--- config.mk ---
export PLATFORM = sky130hd
export DESIGN_NAME = hcc_chain
export DESIGN_NICKNAME = d
export VERILOG_FILES = /design/src/design/hcc_pkg.sv /design/src/design/hcc_sync.sv /design/src/design/hcc_clkgen.sv /design/src/design/hcc_chain.sv
export SDC_FILE = /design/constraint.sdc
export NUM_CORES = 1
export LEC_CHECK = 0
export BUFFER_PORTS_ARGS = -buffer_cell sky130_fd_sc_hd__buf_2
export CORE_MARGIN = 3
export CORE_UTILIZATION = 45
export DETAILED_ROUTE_END_ITERATION = 10
export SLEW_MARGIN = 20
export SYNTH_ARGS = -nofsm -noshare
export SYNTH_HDL_FRONTEND = slang
export SYNTH_SLANG_ARGS = --single-unit
--- constraint.sdc ---
create_clock -name clk_i -period 2.96 [get_ports clk_i]
set_clock_uncertainty 0.05 [all_clocks]
set_input_delay 0.74 -clock clk_i [delete_from_list [all_inputs] [get_ports clk_i]]
set_output_delay 0.74 -clock clk_i [all_outputs]
set_load 0.01 [all_outputs]
--- src/design/hcc_pkg.sv ---
// constants and carrier types shared by the cascade chain design files
// assumes one 100 MHz clock and a synchronous active-high reset
package hcc_pkg;

    // ------------------------------------------------------------
    // cascade geometry
    // ------------------------------------------------------------
    localparam int MAX_CHIPS     = 9;
    localparam int N_SAT         = 7;
    localparam int N_PORT        = 8;
    localparam int MAX_SAT_PORTS = 63;

    // ------------------------------------------------------------
    // clock divider
    // ------------------------------------------------------------
    localparam int         DIV_W      = 7;
    localparam logic [1:0] SHIFT_HH   = 2'h0;
    localparam logic [1:0] SHIFT_HL   = 2'h1;
    localparam logic [1:0] SHIFT_LH   = 2'h2;
    localparam logic [1:0] SHIFT_LL   = 2'h3;
    localparam logic [2:0] OFS_CLK_B  = 3'h2;
    localparam logic [2:0] OFS_CLK_C  = 3'h3;

    // ------------------------------------------------------------
    // timing in short pulse periods (edges of the cascade clock b)
    // ------------------------------------------------------------
    localparam int                IDLE_W         = 4;
    localparam logic [IDLE_W-1:0] IDLE_EDGES     = 4'h8;
    localparam int                RUN_W          = 2;
    localparam logic [RUN_W-1:0]  RUN_ERR        = 2'h3;
    localparam int                MON_W          = 20;
    localparam logic [MON_W-1:0]  MON_EDGES_DEF  = 20'h7_A120;

    // ------------------------------------------------------------
    // carriers
    // ------------------------------------------------------------
    typedef struct packed {
        logic enable;
        logic pri_flag;
        logic data;
        logic hold;
    } hcc_fwd_t;

    typedef struct packed {
        logic enable;
        logic pri_flag;
        logic data;
    } hcc_rev_t;

    typedef enum logic [2:0] {
        HCC_IDLE,
        HCC_FWD_TOP,
        HCC_FWD_PASS,
        HCC_UP_OWN,
        HCC_UP_PASS
    } hcc_mode_t;

endpackage

--- src/design/hcc_sync.sv ---
// two flip-flop synchroniser for a group of pin inputs
// assumes inputs are asynchronous to clk_i
`timescale 1ns/100ps
`default_nettype none
module hcc_sync #(
    parameter int WIDTH = 1
) (
    input  wire logic             clk_i,
    input  wire logic             srst_i,
    input  wire logic [WIDTH-1:0] async_i,
    output logic      [WIDTH-1:0] sync_o
);
    typedef struct packed {
        logic [WIDTH-1:0] meta;
        logic [WIDTH-1:0] sync;
    } hcc_sync_state_t;

    hcc_sync_state_t s_q;
    hcc_sync_state_t s_d;

    always_comb begin
        s_d      = s_q;
        s_d.meta = async_i;
        s_d.sync = s_q.meta;
    end

    always_ff @(posedge clk_i) begin
        if (srst_i) begin
            s_q <= '0;
        end else begin
            s_q <= s_d;
        end
    end

    assign sync_o = s_q.sync;
endmodule
`default_nettype wire

--- src/design/hcc_clkgen.sv ---
// cascade clock divider: three related clocks from the main clock
// assumes baud select already synchronised; outputs held low off the top chip
`timescale 1ns/100ps
`default_nettype none
module hcc_clkgen (
    input  wire logic       clk_i,
    input  wire logic       srst_i,
    input  wire logic       is_top_i,
    input  wire logic [1:0] baud_sel_i,
    output logic      [2:0] casc_clk_o
);
    typedef struct packed {
        logic [hcc_pkg::DIV_W-1:0] cnt;
        logic [2:0]                clk;
    } hcc_clkgen_state_t;

    hcc_clkgen_state_t s_q;
    hcc_clkgen_state_t s_d;
    logic [1:0]        shift;

    always_comb begin
        unique case (baud_sel_i)
            2'h3:    shift = hcc_pkg::SHIFT_HH;
            2'h2:    shift = hcc_pkg::SHIFT_HL;
            2'h1:    shift = hcc_pkg::SHIFT_LH;
            default: shift = hcc_pkg::SHIFT_LL;
        endcase
    end

    always_comb begin
        s_d     = s_q;
        s_d.cnt = s_q.cnt + 1'b1;
        // top chip makes the cascade clocks
        s_d.clk[0] = is_top_i & s_d.cnt[shift];
        s_d.clk[1] = is_top_i & s_d.cnt[3'({1'b0, shift}) + hcc_pkg::OFS_CLK_B];
        s_d.clk[2] = is_top_i & s_d.cnt[3'({1'b0, shift}) + hcc_pkg::OFS_CLK_C];
    end

    always_ff @(posedge clk_i) begin
        if (srst_i) begin
            s_q <= '0;
        end else begin
            s_q <= s_d;
        end
    end

    assign casc_clk_o = s_q.clk;
endmodule
`default_nettype wire

--- src/design/hcc_chain.sv ---
// cascade chain logic of one hub chip: forward and reverse relay, port
// repeat, cascade clock source and receive/error monitors
// assumes all pin inputs are asynchronous; cascade clock b is sampled, not used as a clock
//
// What this block does
// - chain reaches nine chips, sixty-three satellite ports
// - priority descends down chain; top port 0 center
// - center packet repeated on all satellite ports
// - forward data NRZ, shortest pulse two periods
// - forward enable, priority, hold high while relaying
// - satellite packets travel up to center port
// - reverse data NRZ, shortest pulse two periods
// - reverse enable high while relaying upward
// - forward outputs low when not relaying
// - reverse outputs low when not relaying
// - top chip generates clocks, sets baud rate
// - monitors react to own port receives only
// - simultaneous satellite packets: lowest port wins
`timescale 1ns/100ps
`default_nettype none
module hcc_chain #(
    parameter logic [hcc_pkg::MON_W-1:0] MON_EDGES = hcc_pkg::MON_EDGES_DEF
) (
    input  wire logic                       clk_i,
    input  wire logic                       srst_i,
    input  wire logic                       baud_select_low_i,
    input  wire logic                       baud_select_high_i,
    input  wire logic                       duplex_select_i,
    input  wire logic                       cascade_clock_in_a_i,
    input  wire logic                       cascade_clock_in_b_i,
    input  wire logic                       cascade_clock_in_c_i,
    output logic                            cascade_clock_out_a_o,
    output logic                            cascade_clock_out_b_o,
    output logic                            cascade_clock_out_c_o,
    input  wire logic                       center_rx_data_i,
    output logic                            center_tx_enable_o,
    output logic                            center_tx_data_o,
    input  wire logic [hcc_pkg::N_SAT-1:0]  sat_rx_data_i,
    output logic      [hcc_pkg::N_SAT-1:0]  sat_tx_enable_o,
    output logic      [hcc_pkg::N_SAT-1:0]  sat_tx_data_o,
    input  wire hcc_pkg::hcc_fwd_t          fwd_in_i,
    output hcc_pkg::hcc_fwd_t               fwd_out_o,
    input  wire hcc_pkg::hcc_rev_t          rev_in_i,
    output hcc_pkg::hcc_rev_t               rev_out_o,
    output logic                            rx_monitor_n_o,
    output logic                            err_monitor_n_o,
    output logic                            is_top_o
);
    // ------------------------------------------------------------
    // pin synchronisers
    // ------------------------------------------------------------
    localparam int SYNC_W = 19;

    logic [SYNC_W-1:0] pins_async;
    logic [SYNC_W-1:0] pins;

    assign pins_async = {baud_select_high_i, baud_select_low_i, duplex_select_i,
                         cascade_clock_in_b_i, rev_in_i, fwd_in_i,
                         sat_rx_data_i, center_rx_data_i};

    hcc_sync #(
        .WIDTH (SYNC_W)
    ) u_sync (
        .clk_i   (clk_i),
        .srst_i  (srst_i),
        .async_i (pins_async),
        .sync_o  (pins)
    );

    logic                      rx0_s;
    logic [hcc_pkg::N_SAT-1:0] sat_s;
    hcc_pkg::hcc_fwd_t         fwd_s;
    hcc_pkg::hcc_rev_t         rev_s;
    logic                      lclk_s;
    logic                      full_dup_s;
    logic [1:0]                baud_s;

    assign {baud_s, full_dup_s, lclk_s, rev_s, fwd_s, sat_s, rx0_s} = pins;

    // ------------------------------------------------------------
    // state
    // ------------------------------------------------------------
    typedef struct packed {
        logic                                            lclk_prev;
        logic                                            phase;
        logic                                            top;
        hcc_pkg::hcc_mode_t                              mode;
        logic [2:0]                                      sel;
        logic [hcc_pkg::N_PORT-1:0][hcc_pkg::IDLE_W-1:0] idle;
        logic [hcc_pkg::N_PORT-1:0][hcc_pkg::RUN_W-1:0]  run;
        logic [hcc_pkg::N_PORT-1:0]                      act_prev;
        hcc_pkg::hcc_fwd_t                               fwd;
        hcc_pkg::hcc_rev_t                               rev;
        logic [hcc_pkg::N_SAT-1:0]                       sat_en;
        logic [hcc_pkg::N_SAT-1:0]                       sat_dat;
        logic                                            ctx_en;
        logic                                            ctx_dat;
        logic [hcc_pkg::MON_W-1:0]                       rx_cnt;
        logic [hcc_pkg::MON_W-1:0]                       err_cnt;
    } hcc_state_t;

    hcc_state_t s_q;
    hcc_state_t s_d;

    // ------------------------------------------------------------
    // helpers
    // ------------------------------------------------------------
    // lowest numbered active satellite port
    function automatic logic [2:0] lowest_port(input logic [hcc_pkg::N_SAT-1:0] act);
        logic [2:0] idx;
        idx = 3'h0;
        for (int i = hcc_pkg::N_SAT - 1; i >= 0; i--) begin
            if (act[i]) begin
                idx = 3'(i);
            end
        end
        return idx;
    endfunction

    function automatic logic [hcc_pkg::MON_W-1:0] retrigger(input logic                      hit,
                                                           input logic                      edge_en,
                                                           input logic [hcc_pkg::MON_W-1:0] cnt);
        logic [hcc_pkg::MON_W-1:0] nxt;
        nxt = cnt;
        if (hit) begin
            nxt = MON_EDGES;
        end else if (edge_en && cnt != '0) begin
            nxt = cnt - 1'b1;
        end
        return nxt;
    endfunction

    logic                       link_edge;
    logic                       bit_en;
    logic [hcc_pkg::N_PORT-1:0] rx_all;
    logic [hcc_pkg::N_PORT-1:0] rx_mask;
    logic [hcc_pkg::N_PORT-1:0] active;
    logic [hcc_pkg::N_PORT-1:0] err_hit;
    logic [hcc_pkg::N_SAT-1:0]  sat_act;
    logic                       top_now;

    // all forward inputs low marks the top chip
    assign top_now   = (fwd_s == '0);
    assign link_edge = lclk_s & ~s_q.lclk_prev;
    // data changes on every second short period
    assign bit_en    = link_edge & s_q.phase;
    assign rx_all    = {sat_s, rx0_s & s_q.top};
    // in half duplex a port ignores its line while it transmits
    assign rx_mask   = full_dup_s ? rx_all : rx_all & ~{s_q.sat_en, s_q.ctx_en};

    // ------------------------------------------------------------
    // per port activity and error detection
    // ------------------------------------------------------------
    // center port plus seven satellite ports per chip
    for (genvar p = 0; p < hcc_pkg::N_PORT; p++) begin : g_port
        assign active[p]  = s_q.idle[p] < hcc_pkg::IDLE_EDGES;
        assign err_hit[p] = link_edge & rx_mask[p] & (s_q.run[p] == hcc_pkg::RUN_ERR);
    end

    assign sat_act = active[hcc_pkg::N_PORT-1:1];

    // ------------------------------------------------------------
    // next state
    // ------------------------------------------------------------
    always_comb begin
        s_d           = s_q;
        s_d.lclk_prev = lclk_s;
        s_d.top       = top_now;
        s_d.act_prev  = active;
        if (link_edge) begin
            s_d.phase = ~s_q.phase;
        end

        for (int p = 0; p < hcc_pkg::N_PORT; p++) begin
            if (rx_mask[p]) begin
                s_d.idle[p] = '0;
            end else if (link_edge && s_q.idle[p] != hcc_pkg::IDLE_EDGES) begin
                s_d.idle[p] = s_q.idle[p] + 1'b1;
            end
            if (!rx_mask[p]) begin
                s_d.run[p] = '0;
            end else if (link_edge && s_q.run[p] != hcc_pkg::RUN_ERR) begin
                s_d.run[p] = s_q.run[p] + 1'b1;
            end
        end

        // center traffic first, then chain order
        unique case (s_q.mode)
            hcc_pkg::HCC_IDLE: begin
                if (s_q.top && active[0]) begin
                    s_d.mode = hcc_pkg::HCC_FWD_TOP;
                end else if (!s_q.top && fwd_s.enable) begin
                    s_d.mode = hcc_pkg::HCC_FWD_PASS;
                end else if (sat_act != '0) begin
                    s_d.mode = hcc_pkg::HCC_UP_OWN;
                    s_d.sel  = lowest_port(sat_act);
                end else if (rev_s.enable) begin
                    s_d.mode = hcc_pkg::HCC_UP_PASS;
                end
            end
            hcc_pkg::HCC_FWD_TOP: begin
                if (!active[0]) begin
                    s_d.mode = hcc_pkg::HCC_IDLE;
                end
            end
            hcc_pkg::HCC_FWD_PASS: begin
                if (!fwd_s.enable) begin
                    s_d.mode = hcc_pkg::HCC_IDLE;
                end
            end
            hcc_pkg::HCC_UP_OWN: begin
                if (!sat_act[s_q.sel]) begin
                    s_d.mode = hcc_pkg::HCC_IDLE;
                end
            end
            hcc_pkg::HCC_UP_PASS: begin
                if (!rev_s.enable) begin
                    s_d.mode = hcc_pkg::HCC_IDLE;
                end
            end
            default: begin
                s_d.mode = hcc_pkg::HCC_IDLE;
            end
        endcase

        // outputs follow the mode just chosen
        // forward chain idles low
        s_d.fwd    = '0;
        s_d.rev    = '0;
        s_d.sat_en = '0;
        s_d.ctx_en = 1'b0;
        unique case (s_d.mode)
            hcc_pkg::HCC_FWD_TOP, hcc_pkg::HCC_FWD_PASS: begin
                // repeat locally and send down the chain
                s_d.sat_en  = '1;
                s_d.sat_dat = {hcc_pkg::N_SAT{(s_d.mode == hcc_pkg::HCC_FWD_TOP) ? rx0_s : fwd_s.data}};
                s_d.fwd.enable   = 1'b1;
                s_d.fwd.pri_flag = 1'b1;
                s_d.fwd.hold     = 1'b1;
                s_d.fwd.data     = bit_en ? s_d.sat_dat[0] : s_q.fwd.data;
            end
            hcc_pkg::HCC_UP_OWN: begin
                if (s_q.top) begin
                    // own satellite packet to the center port
                    s_d.ctx_en  = 1'b1;
                    s_d.ctx_dat = sat_s[s_d.sel];
                end else begin
                    s_d.rev.enable   = 1'b1;
                    s_d.rev.pri_flag = 1'b1;
                    // reverse data retimed to two periods
                    s_d.rev.data     = bit_en ? sat_s[s_d.sel] : s_q.rev.data;
                end
            end
            hcc_pkg::HCC_UP_PASS: begin
                if (s_q.top) begin
                    // relayed packet leaves the center port
                    s_d.ctx_en  = 1'b1;
                    s_d.ctx_dat = rev_s.data;
                end else begin
                    s_d.rev.enable   = 1'b1;
                    s_d.rev.pri_flag = rev_s.pri_flag;
                    // reverse data retimed to two periods
                    s_d.rev.data     = bit_en ? rev_s.data : s_q.rev.data;
                end
            end
            default: begin
            end
        endcase
        s_d.fwd.data = s_d.fwd.data & s_d.fwd.enable;
        s_d.rev.data = s_d.rev.data & s_d.rev.enable;
        s_d.sat_dat  = s_d.sat_dat & s_d.sat_en;
        s_d.ctx_dat  = s_d.ctx_dat & s_d.ctx_en;

        // monitors see own port receptions only
        s_d.rx_cnt  = retrigger((active & ~s_q.act_prev) != '0, link_edge, s_q.rx_cnt);
        s_d.err_cnt = retrigger(err_hit != '0, link_edge, s_q.err_cnt);
    end

    // ------------------------------------------------------------
    // registers
    // ------------------------------------------------------------
    always_ff @(posedge clk_i) begin
        if (srst_i) begin
            s_q         <= '0;
            s_q.mode    <= hcc_pkg::HCC_IDLE;
            s_q.top     <= 1'b1;
            s_q.idle    <= {hcc_pkg::N_PORT{hcc_pkg::IDLE_EDGES}};
            // lamp test: monitors lit through reset and after it
            s_q.rx_cnt  <= MON_EDGES;
            s_q.err_cnt <= MON_EDGES;
        end else begin
            s_q <= s_d;
        end
    end

    // ------------------------------------------------------------
    // cascade clock source
    // ------------------------------------------------------------
    logic [2:0] casc_clk;

    hcc_clkgen u_clkgen (
        .clk_i      (clk_i),
        .srst_i     (srst_i),
        .is_top_i   (s_q.top),
        .baud_sel_i (baud_s),
        .casc_clk_o (casc_clk)
    );

    // ------------------------------------------------------------
    // outputs
    // ------------------------------------------------------------
    assign {cascade_clock_out_c_o, cascade_clock_out_b_o, cascade_clock_out_a_o} = casc_clk;

    assign fwd_out_o          = s_q.fwd;
    assign rev_out_o          = s_q.rev;
    assign sat_tx_enable_o    = s_q.sat_en;
    assign sat_tx_data_o      = s_q.sat_dat;
    assign center_tx_enable_o = s_q.ctx_en;
    assign center_tx_data_o   = s_q.ctx_dat;
    assign rx_monitor_n_o     = (s_q.rx_cnt == '0);
    assign err_monitor_n_o    = (s_q.err_cnt == '0);
    assign is_top_o           = s_q.top;
endmodule
`default_nettype wire

==> results of run 1 <==
-- registers in the layout, indices dropped and copies added (netlist names), named ones only --
signal / flops
s_q: 103
u_sync.s_d: 19
u_sync.sync_o: 19
sat_tx_data_o: 7
u_clkgen.s_q: 7
rev_out_o: 3
u_clkgen.casc_clk_o: 3
center_tx_data_o: 1
center_tx_enable_o: 1
fwd_out_o: 1
is_top_o: 1
sat_tx_enable_o: 1
-- logic make-up (layout without fill, tap and decap cells) --
group | count (synthesis) | count (layout)
xor gates and xnor gates | 66 | 66
AOI/OAI and AO/OA | 77 | 77
adders and majority gates | 32 | 32
and+or+nand+nor | 327 | 327
muxes | 25 | 25
buffers and inverters | 83 | 122
DFF | 167 | 167
-- worst register-to-register path: cells and delay by family (launching register included) --
family	cells	cell delay (ps)
and+or+nand+nor	5	1530
xor gates and xnor gates	1	170
DFF	1	350
AOI/OAI and AO/OA	1	410
-- cells in the mapped netlist, types with 4 or more instances --
cell        n
ha_1       32
and3_1      6
inv_1      32
nand2_1    40
a21o_1      4
dfxtp_1   167
nor4_1      6
a21oi_1    17
xnor2_1    37
nand2b_1   10
o21ai_0    16
xor2_1     29
and2_1     11
nor2_1     83
nand4_1    12
mux2i_1    20
clkbuf_1   23
nand3b_1   10
or3_1       4
nor2b_1    52
o22ai_1     5
buf_4      21
buf_1       5
nor3_1     57
a22oi_1     4
nand3_1    19
or4_1       4
-- through the flow --
step / cell area (um2) / setup WS [ps] / total power [mW]
2_1_floorplan: 7240 / 562 / 2.94
3_3_place_gp: 7540 / 311 / 3.04
3_5_place_dp: 7540 / 291 / 3.06
4_1_cts: 8170 / 16.1 / 5.29
5_1_grt: 8220 / -25.3 / 5.47
6_report: 8220 / 98.6 / 5.24
-- layout make-up --
class / instances / area, um2
Clock inverter: 9 / 115
Fill cell: 1394 / 7260
Timing Repair Buffer: 58 / 315
Sequential cell: 167 / 3340
Clock buffer: 23 / 488
Tap cell: 211 / 264
Multi-Input combinational cell: 527 / 3570
Inverter: 32 / 120
-- cell usage in the layout, fill, tap and decap left out, drive strengths merged, types with 4 or more instances in the layout --
cell type / count
mux2i: 20
nor2: 83
o22ai: 5
xnor2: 37
dfxtp: 167
and2: 11
nand3: 19
o21ai: 19
nand2: 40
nand3b: 10
ha: 32
a21o: 4
nor2b: 52
nand2b: 10
and3: 6
clkbuf: 23
nor3: 57
or4: 6
buf: 58
a21oi: 17
inv: 34
or3: 4
nor4: 8
a22oi: 4
xor2: 29
nand4: 12
-- repair_timing --
action / CTS / global route
setup endpoints to repair: 2 / 2
cloned: 0 / 0
gates resized for setup: 4 / 8
pin swaps: 0 / 2
buffers inserted: 0 / 2
-- worst max-delay path by stage --
stage	startpoint	to	slack, ps	cells after the start
after floorplan	s_q[8]	err_monitor_n_o	560	4
after global placement	s_q[8]	err_monitor_n_o	310	5
after CTS	s_q[8]	err_monitor_n_o	20	5
final	s_q[8]	err_monitor_n_o	100	5
after detailed placement	s_q[8]	err_monitor_n_o	290	5
after global routing	s_q[30]	rx_monitor_n_o	-30	5
-- power by group through the flow --
| stage | clock network [mW] | logic (mW) | registers (mW) |
|---|---|---|---|
| 2_1_floorplan | 0 | 0.497 | 2.44 |
| 3_3_place_gp | 0 | 0.583 | 2.46 |
| 3_5_place_dp | 0 | 0.594 | 2.46 |
| 4_1_cts | 2.28 | 0.599 | 2.41 |
| 5_1_grt | 2.38 | 0.662 | 2.43 |
| 6_report | 2.23 | 0.597 | 2.41 |
-- per-layer routing --
metal	global-route usage, %	up-vias	part of all wire [%]
met5	0	-	0
met4	7.27	0	2.2
met3	3.95	28	3.0
met2	27.7	102	49
met1	20.8	2505	46
li1	-	2670	-
==> summary.md, run 1 <==
| Metric | Value |
|---|---|
| Post-Layout Cell Count | `1027` |
| Sw Share | `about a quarter` |
| Util after Layout | `a little over half` |
| Area leader, netlist | `dfxtp_1` |
| Combinational power share | `between 10% and 20%` |
| CTS tree | `done` |
| Buffers plus inverters on the worst setup path | `1` |
| Worst-path clk slew | `approximately 60 ps` |
| Synth Area in Adders | `approximately 5.5%` |
| Die Y | `around 130 um` |
| Seq/Total Area, Yosys | `roughly 46%` |
| Syn Inst Count | `between 700 and 800` |
| Synth-to-Final Area Change | `13.5%` |
| Clock latency on the worst-skew pair | `430 ps` |
| Reg2Reg Depth | `7` |
| CTS max path bufs | `2` |
| Routed Antenna Nets | `0` |
| Worst VDD drop | `about 0.39 mV` |
| Final period utilization | `a little over nine tenths` |
| Total CTS buffers | `17` |
| Syn_nets | `832` |
| DRT iter0 DRCs | `around 230` |
| Gpl congestion | `between 0.7 and 0.8` |
| Reg-to-Reg End | `s_q[34]` |
| Max H-tree Level | `4` |
| Largest family of logic cells by synthesized area | `simple AND/OR/NAND/NOR gates` |
| Post-Syn Area per Cell | `about 9.3 um2` |
| Dpl cells | `approximately 990` |
| Final hold vios | `0` |
| Hold path cells | `1` |
| Distinct cell type count after synthesis | `56` |
| Worst r2r src | `s_q[30]` |
| Die Area | `17700 um2` |
| Worst Path Required | `roughly 2200 ps` |
| Top-area cell type share of the netlist area | `46.2%` |
| WL/cell | `between 10 and 15 um` |
| Fin nets | `between 800 and 900` |
| Syn Std Cell Area | `~7200 um2` |
| Hold Path End | `is_top_o` |
| Reg2reg setup slack | `around 330 ps` |
| Worst path arrival time | `2070 ps` |
| Sink Count | `~170` |
| Pwr dens | `~640 nW/um2` |
| DR vias | `between 5000 and 6000` |
| Critical Path End Type | `output pin` |
| Static leakage | `between 3 and 4 nW` |
| Worst min-delay path class | `reg -> reg` |
| CP max FO | `5` |
| Count of pins over their slew limit | `0` |
| Worst slew pin tran | `697 ps` |
| Sum Neg Setup Slack | `0 ps` |
| Hold wc startpoint | `u_sync.sync_o[10]` |
| Die width | `roughly 130 um` |
| Maxcap violations | `0` |
| Clock power frac | `a little over two fifths` |
| Post-route minimum period | `between 2000 and 3000 ps` |
| Initial Util | `46.8%` |
| Ant diodes | `0` |
| Core area | `around 15000 um2` |
| Hold_buf cts | `0` |
| Layout cells sized above 1 | `~14%` |
| Number of enable flip-flop cells after synthesis | `0` |
| GRT Util Overall | `between 10% and 20%` |
| XOR/XNOR Fraction of Synth Area | `7.98%` |
| Drt total wl | `14500 um` |
| Vias per cell | `slightly above 5` |
| Port Buffers | `49` |
| Relative slew slack | `between 50% and 60%` |
| Final hold slack | `between 300 and 400 ps` |
| Crit path max-delay family | `simple AND/OR/NAND/NOR gates` |
| DRC | `0` |
| Total gr overflow | `0` |
| Simple-Gate Fraction of Synth Area | `23.5%` |
| Kind of critical path | `reg -> out` |
| Synth area leaders | `dfxtp_1, ha_1, nor2b_1` |
| Row cnt | `45` |
| Largest net degree at the start of global routing | `between 50 and 60` |
| Setup violators final | `0` |
| Root buf cell | `clkbuf_16` |
| DRT Pass-1 Iters | `4` |
| I/O pin cnt | `52` |
| First-pass GRT wire length | `24200 um` |
| Vias in the first global route | `5163` |
| Initial antenna violation count | `0` |
| Yosys Warn Count | `0` |
| Post-synthesis mux area share | `3.85%` |
| Worst Setup Start Kind | `register` |
| Power Internal | `~3.9 mW` |
| CP Cell Sequence | `or4_4 -> nor4_4 -> nand3_2 -> nor2b_2 -> buf_2` |
| Worst path slowest cell | `or4_4` |
| Synth Area in Compound Gates | `7.57%` |
| Synthesis-stage register bit count | `between 150 and 200` |
| Sw power | `around 1.3 mW` |
| Dominant synthesized flop cell | `dfxtp_1` |
| Asr flop ratio synth | `0%` |
| Flop pwr share | `46.1%` |
| Post-DP HPWL | `roughly 9900 um` |
| Status | `finished, final reports clean` |
| FMAX | `between 0.3 and 0.4 GHz` |
| Largest stage delay, worst path | `around 560 ps` |
(Power assumes the default switching activity.)
==> run 2, diff against run 1 <==
--- a/config.mk
+++ b/config.mk
@@ -7,8 +7,9 @@
 export LEC_CHECK = 0
 export BUFFER_PORTS_ARGS = -buffer_cell sky130_fd_sc_hd__buf_2
 export CORE_MARGIN = 3
-export CORE_UTILIZATION = 45
+export CORE_UTILIZATION = 50
 export DETAILED_ROUTE_END_ITERATION = 10
+export PLACE_DENSITY = 0.68
 export SLEW_MARGIN = 20
 export SYNTH_ARGS = -nofsm -noshare
 export SYNTH_HDL_FRONTEND = slang
==> summary.md, run 2 (same netlist as run 1, synthesis figures left out) <==
| Metric | Value |
|---|---|
| Status | `finished, final reports clean` |
| Finished Cell Area | `8160 um2 (-0.72%)` |
| Util after Layout | `58.1% (+5.0 points)` |
| GRT Util Overall | `17.7% (+0.98 points)` |
| Drt total wl | `13700 um (-5.4%)` |
| Worst Setup Start Kind | `register` |
| Clock latency on the worst-skew pair | `420 ps (about the same)` |
| Largest register FFs | `103 (unchanged)` |
| Vias in the first global route | `5242 (+1.5%)` |
| Layout cells sized above 1 | `13.7% (-0.25 points)` |
| First-pass GRT wire length | `23400 um (-3.2%)` |
| Ant diodes | `0 (unchanged)` |
| Relative slew slack | `49.4% (-3.8 points)` |
| DRT Pass-1 Iters | `4 (unchanged)` |
| Placed inst area | `7510 um2 (-0.35%)` |
| Kind of critical path | `reg -> out` |
| Pre-CTS setup slack | `333 ps (+41.2 ps)` |
| Most frequent cells in the layout | `dfxtp_1, nor2_1, nor3_1` |
| Total gr overflow | `0 (unchanged)` |
| Gpl congestion | `0.787 (+1.3%)` |
| Commonest non-fill, non-tap cell in the layout | `dfxtp_1` |
| Worst Path Required | `2170 ps (about the same)` |
| Final hold vios | `0 (unchanged)` |
| Biggest register | `s_q` |
| CP max FO | `6 (+1)` |
| RSZ-0062 raised after global routing | `yes` |
| DRC | `0 (unchanged)` |
| Die Y | `126 um (-4.9%)` |
| Die Area | `16000 um2 (-9.6%)` |
| Final period utilization | `97.4% (+0.69 points)` |
| Fin nets | `858 (unchanged)` |
| Worst VDD drop | `0.551 mV (+42%)` |
| CP Cell Sequence | `or4_1 -> nor4_4 -> nand3_2 -> nor2b_1 -> buf_2` |
| Buffers plus inverters on the worst setup path | `1 (unchanged)` |
| Port Buffers | `49 (unchanged)` |
| Worst path slowest cell | `or4_1` |
| Initial Util | `51.6% (+4.8 points)` |
| Worst min-delay path class | `reg -> reg` |
| Post-route minimum period | `2880 ps (+20.3 ps)` |
| Row cnt | `43 (-4.4%)` |
| Static leakage | `3.32 nW (+0.13%)` |
| WL/cell | `13.8 um (-2.4%)` |
| Worst path arrival time | `2090 ps (+20 ps)` |
| Synth-to-Final Area Change | `12.7%` |
| Initial antenna violation count | `0 (unchanged)` |
| Largest stage delay, worst path | `630 ps (+70 ps)` |
| Core area | `14000 um2 (-9.3%)` |
| Total CTS buffers | `17 (unchanged)` |
| Worst setup margin | `78.3 ps (-20.3 ps)` |
| Post-DP HPWL | `9740 um (-2.0%)` |
| Maxcap violations | `0 (unchanged)` |
| FMAX | `0.347 GHz (-0.71%)` |
| Vias per cell | `5.28 (+2.2%)` |
| Max H-tree Level | `4 (unchanged)` |
| Crit path max-delay family | `simple AND/OR/NAND/NOR gates` |
| CTS max path bufs | `2 (unchanged)` |
| DRT iter0 DRCs | `282 (+24%)` |
| DR vias | `5259 (-0.87%)` |
| Sum Neg Setup Slack | `0 ps (unchanged)` |
| Routed Antenna Nets | `0 (unchanged)` |
| Worst-path clk slew | `70 ps (about the same)` |
| Largest net degree at the start of global routing | `41 (-31%)` |
| I/O pin cnt | `52 (unchanged)` |
| Setup violators final | `0 (unchanged)` |
| Worst slew pin tran | `749 ps (+51.6 ps)` |
| Pwr dens | `642 nW/um2 (+0.72%)` |
| Critical Path End Type | `output pin` |
| Root buf cell | `clkbuf_16` |
| Die width | `126 um (-4.9%)` |
| Sink Count | `167 (unchanged)` |
| Count of pins over their slew limit | `0 (unchanged)` |
| CTS tree | `done` |
run 2: worst paths after layout:
check / start / end / cells past startpoint / slack (ps)
worst max-delay path: s_q[8] / err_monitor_n_o / 5 / 80
worst max register to register: s_q[3] / s_q[15] / 6 / 280
worst min register to register: u_sync.sync_o[10] / is_top_o / 1 / 360
worst min-delay path: u_sync.sync_o[10] / is_top_o / 1 / 360
run 2: area by class of cell:
class | count | area (um2)
clock buffer | 20 | 467
clock inverter | 12 | 139
fill | 1185 | 5880
inverter | 32 | 120
multi-input combinational | 527 | 3550
sequential | 167 | 3340
tap | 180 | 225
timing repair buffer | 58 | 313
run 2: per-layer routing:
metal | track usage (%) | part of all wire [%]
met5 | 0 | 0
met4 | 6.94 | 1.3
met3 | 4.38 | 3.3
met2 | 30.0 | 49
met1 | 21.7 | 47
run 2: through the flow:
| stage | total power [mW] | cells | hold WS [ps] |
|---|---|---|---|
| final | 5.24 | 996 | 364 |
| after global routing | 5.47 | 996 | 380 |
| after CTS | 5.29 | 996 | 371 |
| after detailed placement | 3.06 | 964 | 367 |
| after global placement | 3.04 | 964 | 356 |
| after floorplan | 2.94 | 777 | 335 |
run 2: where the power goes:
| group | internal [mW] | switching, mW |
|---|---|---|
| Clock | 1.32 | 0.909 |
| Sequential | 2.34 | 0.0771 |
| Combinational | 0.234 | 0.363 |
run 2: what timing repair did:
| action | in CTS | in global routing |
|---|---|---|
| hold buffers | 0 | 0 |
| setup buffers | 0 | 0 |
| endpoints found under the setup margin | 2 | 2 |
| resized for setup | 3 | 4 |
==> run 3, diff against run 2 <==
--- a/config.mk
+++ b/config.mk
@@ -5,6 +5,7 @@
 export SDC_FILE = /design/constraint.sdc
 export NUM_CORES = 1
 export LEC_CHECK = 0
+export ABC_AREA = 1
 export BUFFER_PORTS_ARGS = -buffer_cell sky130_fd_sc_hd__buf_2
 export CORE_MARGIN = 3
 export CORE_UTILIZATION = 50
==> summary.md, run 3 <==
| Metric | Value |
|---|---|
| WL/cell | `11.3 um (-18%)` |
| Sink Count | `167 (unchanged)` |
| Ant diodes | `0 (unchanged)` |
| DR vias | `6406 (+22%)` |
| Static leakage | `3.96 nW (+20%)` |
| Final hold vios | `0 (unchanged)` |
| Hold path cells | `2 (+1)` |
| Distinct cell type count after synthesis | `49 (-13%)` |
| Total gr overflow | `0 (unchanged)` |
| Die width | `131 um (+3.9%)` |
| First-pass GRT wire length | `26800 um (+14%)` |
| Vias in the first global route | `5993 (+14%)` |
| Worst-path clk slew | `70 ps (about the same)` |
| Syn_nets | `1121 (+35%)` |
| DRC | `0 (unchanged)` |
| Reg2reg setup slack | `550 ps (+270 ps)` |
| Core area | `15300 um2 (+8.7%)` |
| Number of enable flip-flop cells after synthesis | `0 (unchanged)` |
| Yosys Warn Count | `0 (unchanged)` |
| Worst r2r src | `sat_tx_enable_o[5]` |
| FMAX | `0.384 GHz (+11%)` |
| Clock latency on the worst-skew pair | `430 ps (about the same)` |
| Top-area cell type share of the netlist area | `42.6% (-3.6 points)` |
| Fin nets | `1154 (+34%)` |
| Routed Antenna Nets | `0 (unchanged)` |
| Area leader, netlist | `dfxtp_1` |
| Worst slew pin tran | `756 ps (+7.19 ps)` |
| Pwr dens | `612 nW/um2 (-4.7%)` |
| Relative slew slack | `49.6% (+0.22 points)` |
| Synth-to-Final Area Change | `11.1%` |
| Initial antenna violation count | `0 (unchanged)` |
| Gpl congestion | `0.825 (+4.8%)` |
| Sw power | `1.60 mW (+18%)` |
| RSZ-0062 raised after global routing | `no` |
| Dominant synthesized flop cell | `dfxtp_1` |
| Row cnt | `45 (+4.7%)` |
| Hold wc startpoint | `u_sync.s_d[7]` |
| Most frequent cells in the layout | `nand2_1, inv_1, dfxtp_1` |
| Kind of critical path | `reg -> out` |
| Clock power frac | `39.4% (-3.2 points)` |
| Biggest register | `s_q` |
| Worst path arrival time | `1810 ps (-280 ps)` |
| Worst Setup Start Kind | `register` |
| I/O pin cnt | `52 (unchanged)` |
| Post-CTS setup buffers | `0 (unchanged)` |
| Port Buffers | `49 (unchanged)` |
| Initial Util | `51.4% (-0.15 points)` |
| Asr flop ratio synth | `0% (unchanged)` |
| Total CTS buffers | `17 (unchanged)` |
| Largest net degree at the start of global routing | `79 (+93%)` |
| Final period utilization | `87.9% (-9.5 points)` |
| Count of pins over their slew limit | `0 (unchanged)` |
| Synth area leaders | `dfxtp_1, nand2_1, inv_1` |
| Flop pwr share | `45.8% (-0.3 points)` |
| Worst min-delay path class | `reg -> reg` |
| Post-DP HPWL | `11100 um (+13%)` |
| Worst setup margin | `359 ps (+280 ps)` |
| Sum Neg Setup Slack | `0 ps (unchanged)` |
| DRT Pass-1 Iters | `6 (+2)` |
| Layout cells sized above 1 | `11.1% (-2.7 points)` |
| Reg2Reg Depth | `10 (+4)` |
| CP max FO | `4 (-2)` |
| Die Y | `131 um (+3.9%)` |
| Maxcap violations | `0 (unchanged)` |
| Sw Share | `30.0% (+4.2 points)` |
| Critical Path End Type | `output pin` |
| CTS tree | `done` |
| Post-Syn Area per Cell | `7.36 um2 (-21%)` |
| Die Area | `17200 um2 (+7.9%)` |
| Post-route minimum period | `2600 ps (-280 ps)` |
| GRT Util Overall | `18.4% (+0.69 points)` |
| Combinational power share | `14.8% (+3.4 points)` |
| Syn Inst Count | `1066 (+37%)` |
| Root buf cell | `clkbuf_16` |
| Largest register FFs | `103 (unchanged)` |
| Worst Path Required | `2170 ps (about the same)` |
| Worst VDD drop | `0.448 mV (-19%)` |
| Seq/Total Area, Yosys | `42.6% (-3.6 points)` |
| Commonest non-fill, non-tap cell in the layout | `nand2_1` |
| Most common cell in the netlist | `nand2_1` |
| Post-CTS Resized | `0 (-3)` |
| Syn Std Cell Area | `7850 um2 (+8.3%)` |
| Status | `finished, final reports clean` |
| CTS max path bufs | `2 (unchanged)` |
| Commonest cells in the netlist | `nand2_1, inv_1, dfxtp_1` |
| Vias per cell | `4.84 (-8.3%)` |
| Reg-to-Reg End | `s_q[4]` |
| Pre-CTS setup slack | `502 ps (+169 ps)` |
| DRT iter0 DRCs | `379 (+34%)` |
| Max H-tree Level | `4 (unchanged)` |
| Hold Path End | `u_sync.sync_o[7]` |
| Hold_buf cts | `0 (unchanged)` |
| Drt total wl | `15000 um (+9.4%)` |
| Power Internal | `3.73 mW (-4.0%)` |
| Setup violators final | `0 (unchanged)` |
| Synthesis-stage register bit count | `167 (unchanged)` |
run 3: cell types whose count changed in the layout (fill, tap and decap cells not counted), sizes merged, moves of 41 or more:
cell,previous run,this run
a21oi,17,61
inv,36,184
nand2,40,185
nand3,19,60
nor2,83,169
nor2b,52,0
run 3: cell families after synthesis:
kind of cell	synth area share, %
AOI/OAI and AO/OA	10.9
xor gates and xnor gates	2.34
adders and majority gates	5.10
buffers and inverters	11.6
DFF	42.6
and+or+nand+nor	27.4
run 3: per-stage QoR:
step                      instance area, um2  utilization (%)  std cells  total power, mW  hold WS (ps)
final                                   8720             57.1       1323             5.33           351
after global routing                    8720             57.1       1323             5.62           370
after CTS                               8720             57.1       1323             5.39           351
after detailed placement                8150             53.4       1291             3.28           342
after global placement                  8150             53.4       1291             3.28           342
after floorplan                         7850                -       1066             3.15           335
run 3: worst max path at each step:
stage	from	endpoint	slack, ps	cells past startpoint
floorplan	s_q[0]	err_monitor_n_o	1010	6
global placement	sat_tx_enable_o[5]	s_q[4]	490	12
detailed placement	sat_tx_enable_o[5]	s_q[4]	500	10
CTS	s_q[0]	err_monitor_n_o	330	7
global route	s_q[0]	err_monitor_n_o	130	7
finish	s_q[0]	err_monitor_n_o	360	7
run 3: worst max-delay path: stages, from the launching register on:
cell	delay (ps)
dfxtp_1	330
inv_1	110
ha_1	210
inv_1	100
nor2_4	170
inv_1	70
nor3_1	220
buf_2	170
run 3: power groups by stage:
stage | logic (mW) | clock network (mW) | registers (mW)
floorplan | 0.678 | 0 | 2.47
finish | 0.790 | 2.10 | 2.44
detailed placement | 0.792 | 0 | 2.49
CTS | 0.796 | 2.15 | 2.44
global route | 0.922 | 2.24 | 2.46
global placement | 0.790 | 0 | 2.49
run 3: metal layers:
layer | wire length, um | share of wire [%] | track usage, % | vias up
li1 | - | - | - | 3443
met1 | 7160 | 48 | 23.6 | 2848
met2 | 7090 | 47 | 30.5 | 93
met3 | 518 | 3.5 | 4.25 | 22
met4 | 235 | 1.6 | 6.65 | 0
met5 | 0 | 0 | 0 | -
run 3: final cells by class:
| type | count | area [um2] |
|---|---|---|
| multi-input cells | 682 | 3590 |
| repair buffers | 53 | 275 |
| clock buffers | 17 | 425 |
| inverters | 178 | 673 |
| flip-flops and latches | 167 | 3340 |
| fillers | 1409 | 6540 |
| clock inverters | 15 | 140 |
| well taps | 211 | 264 |
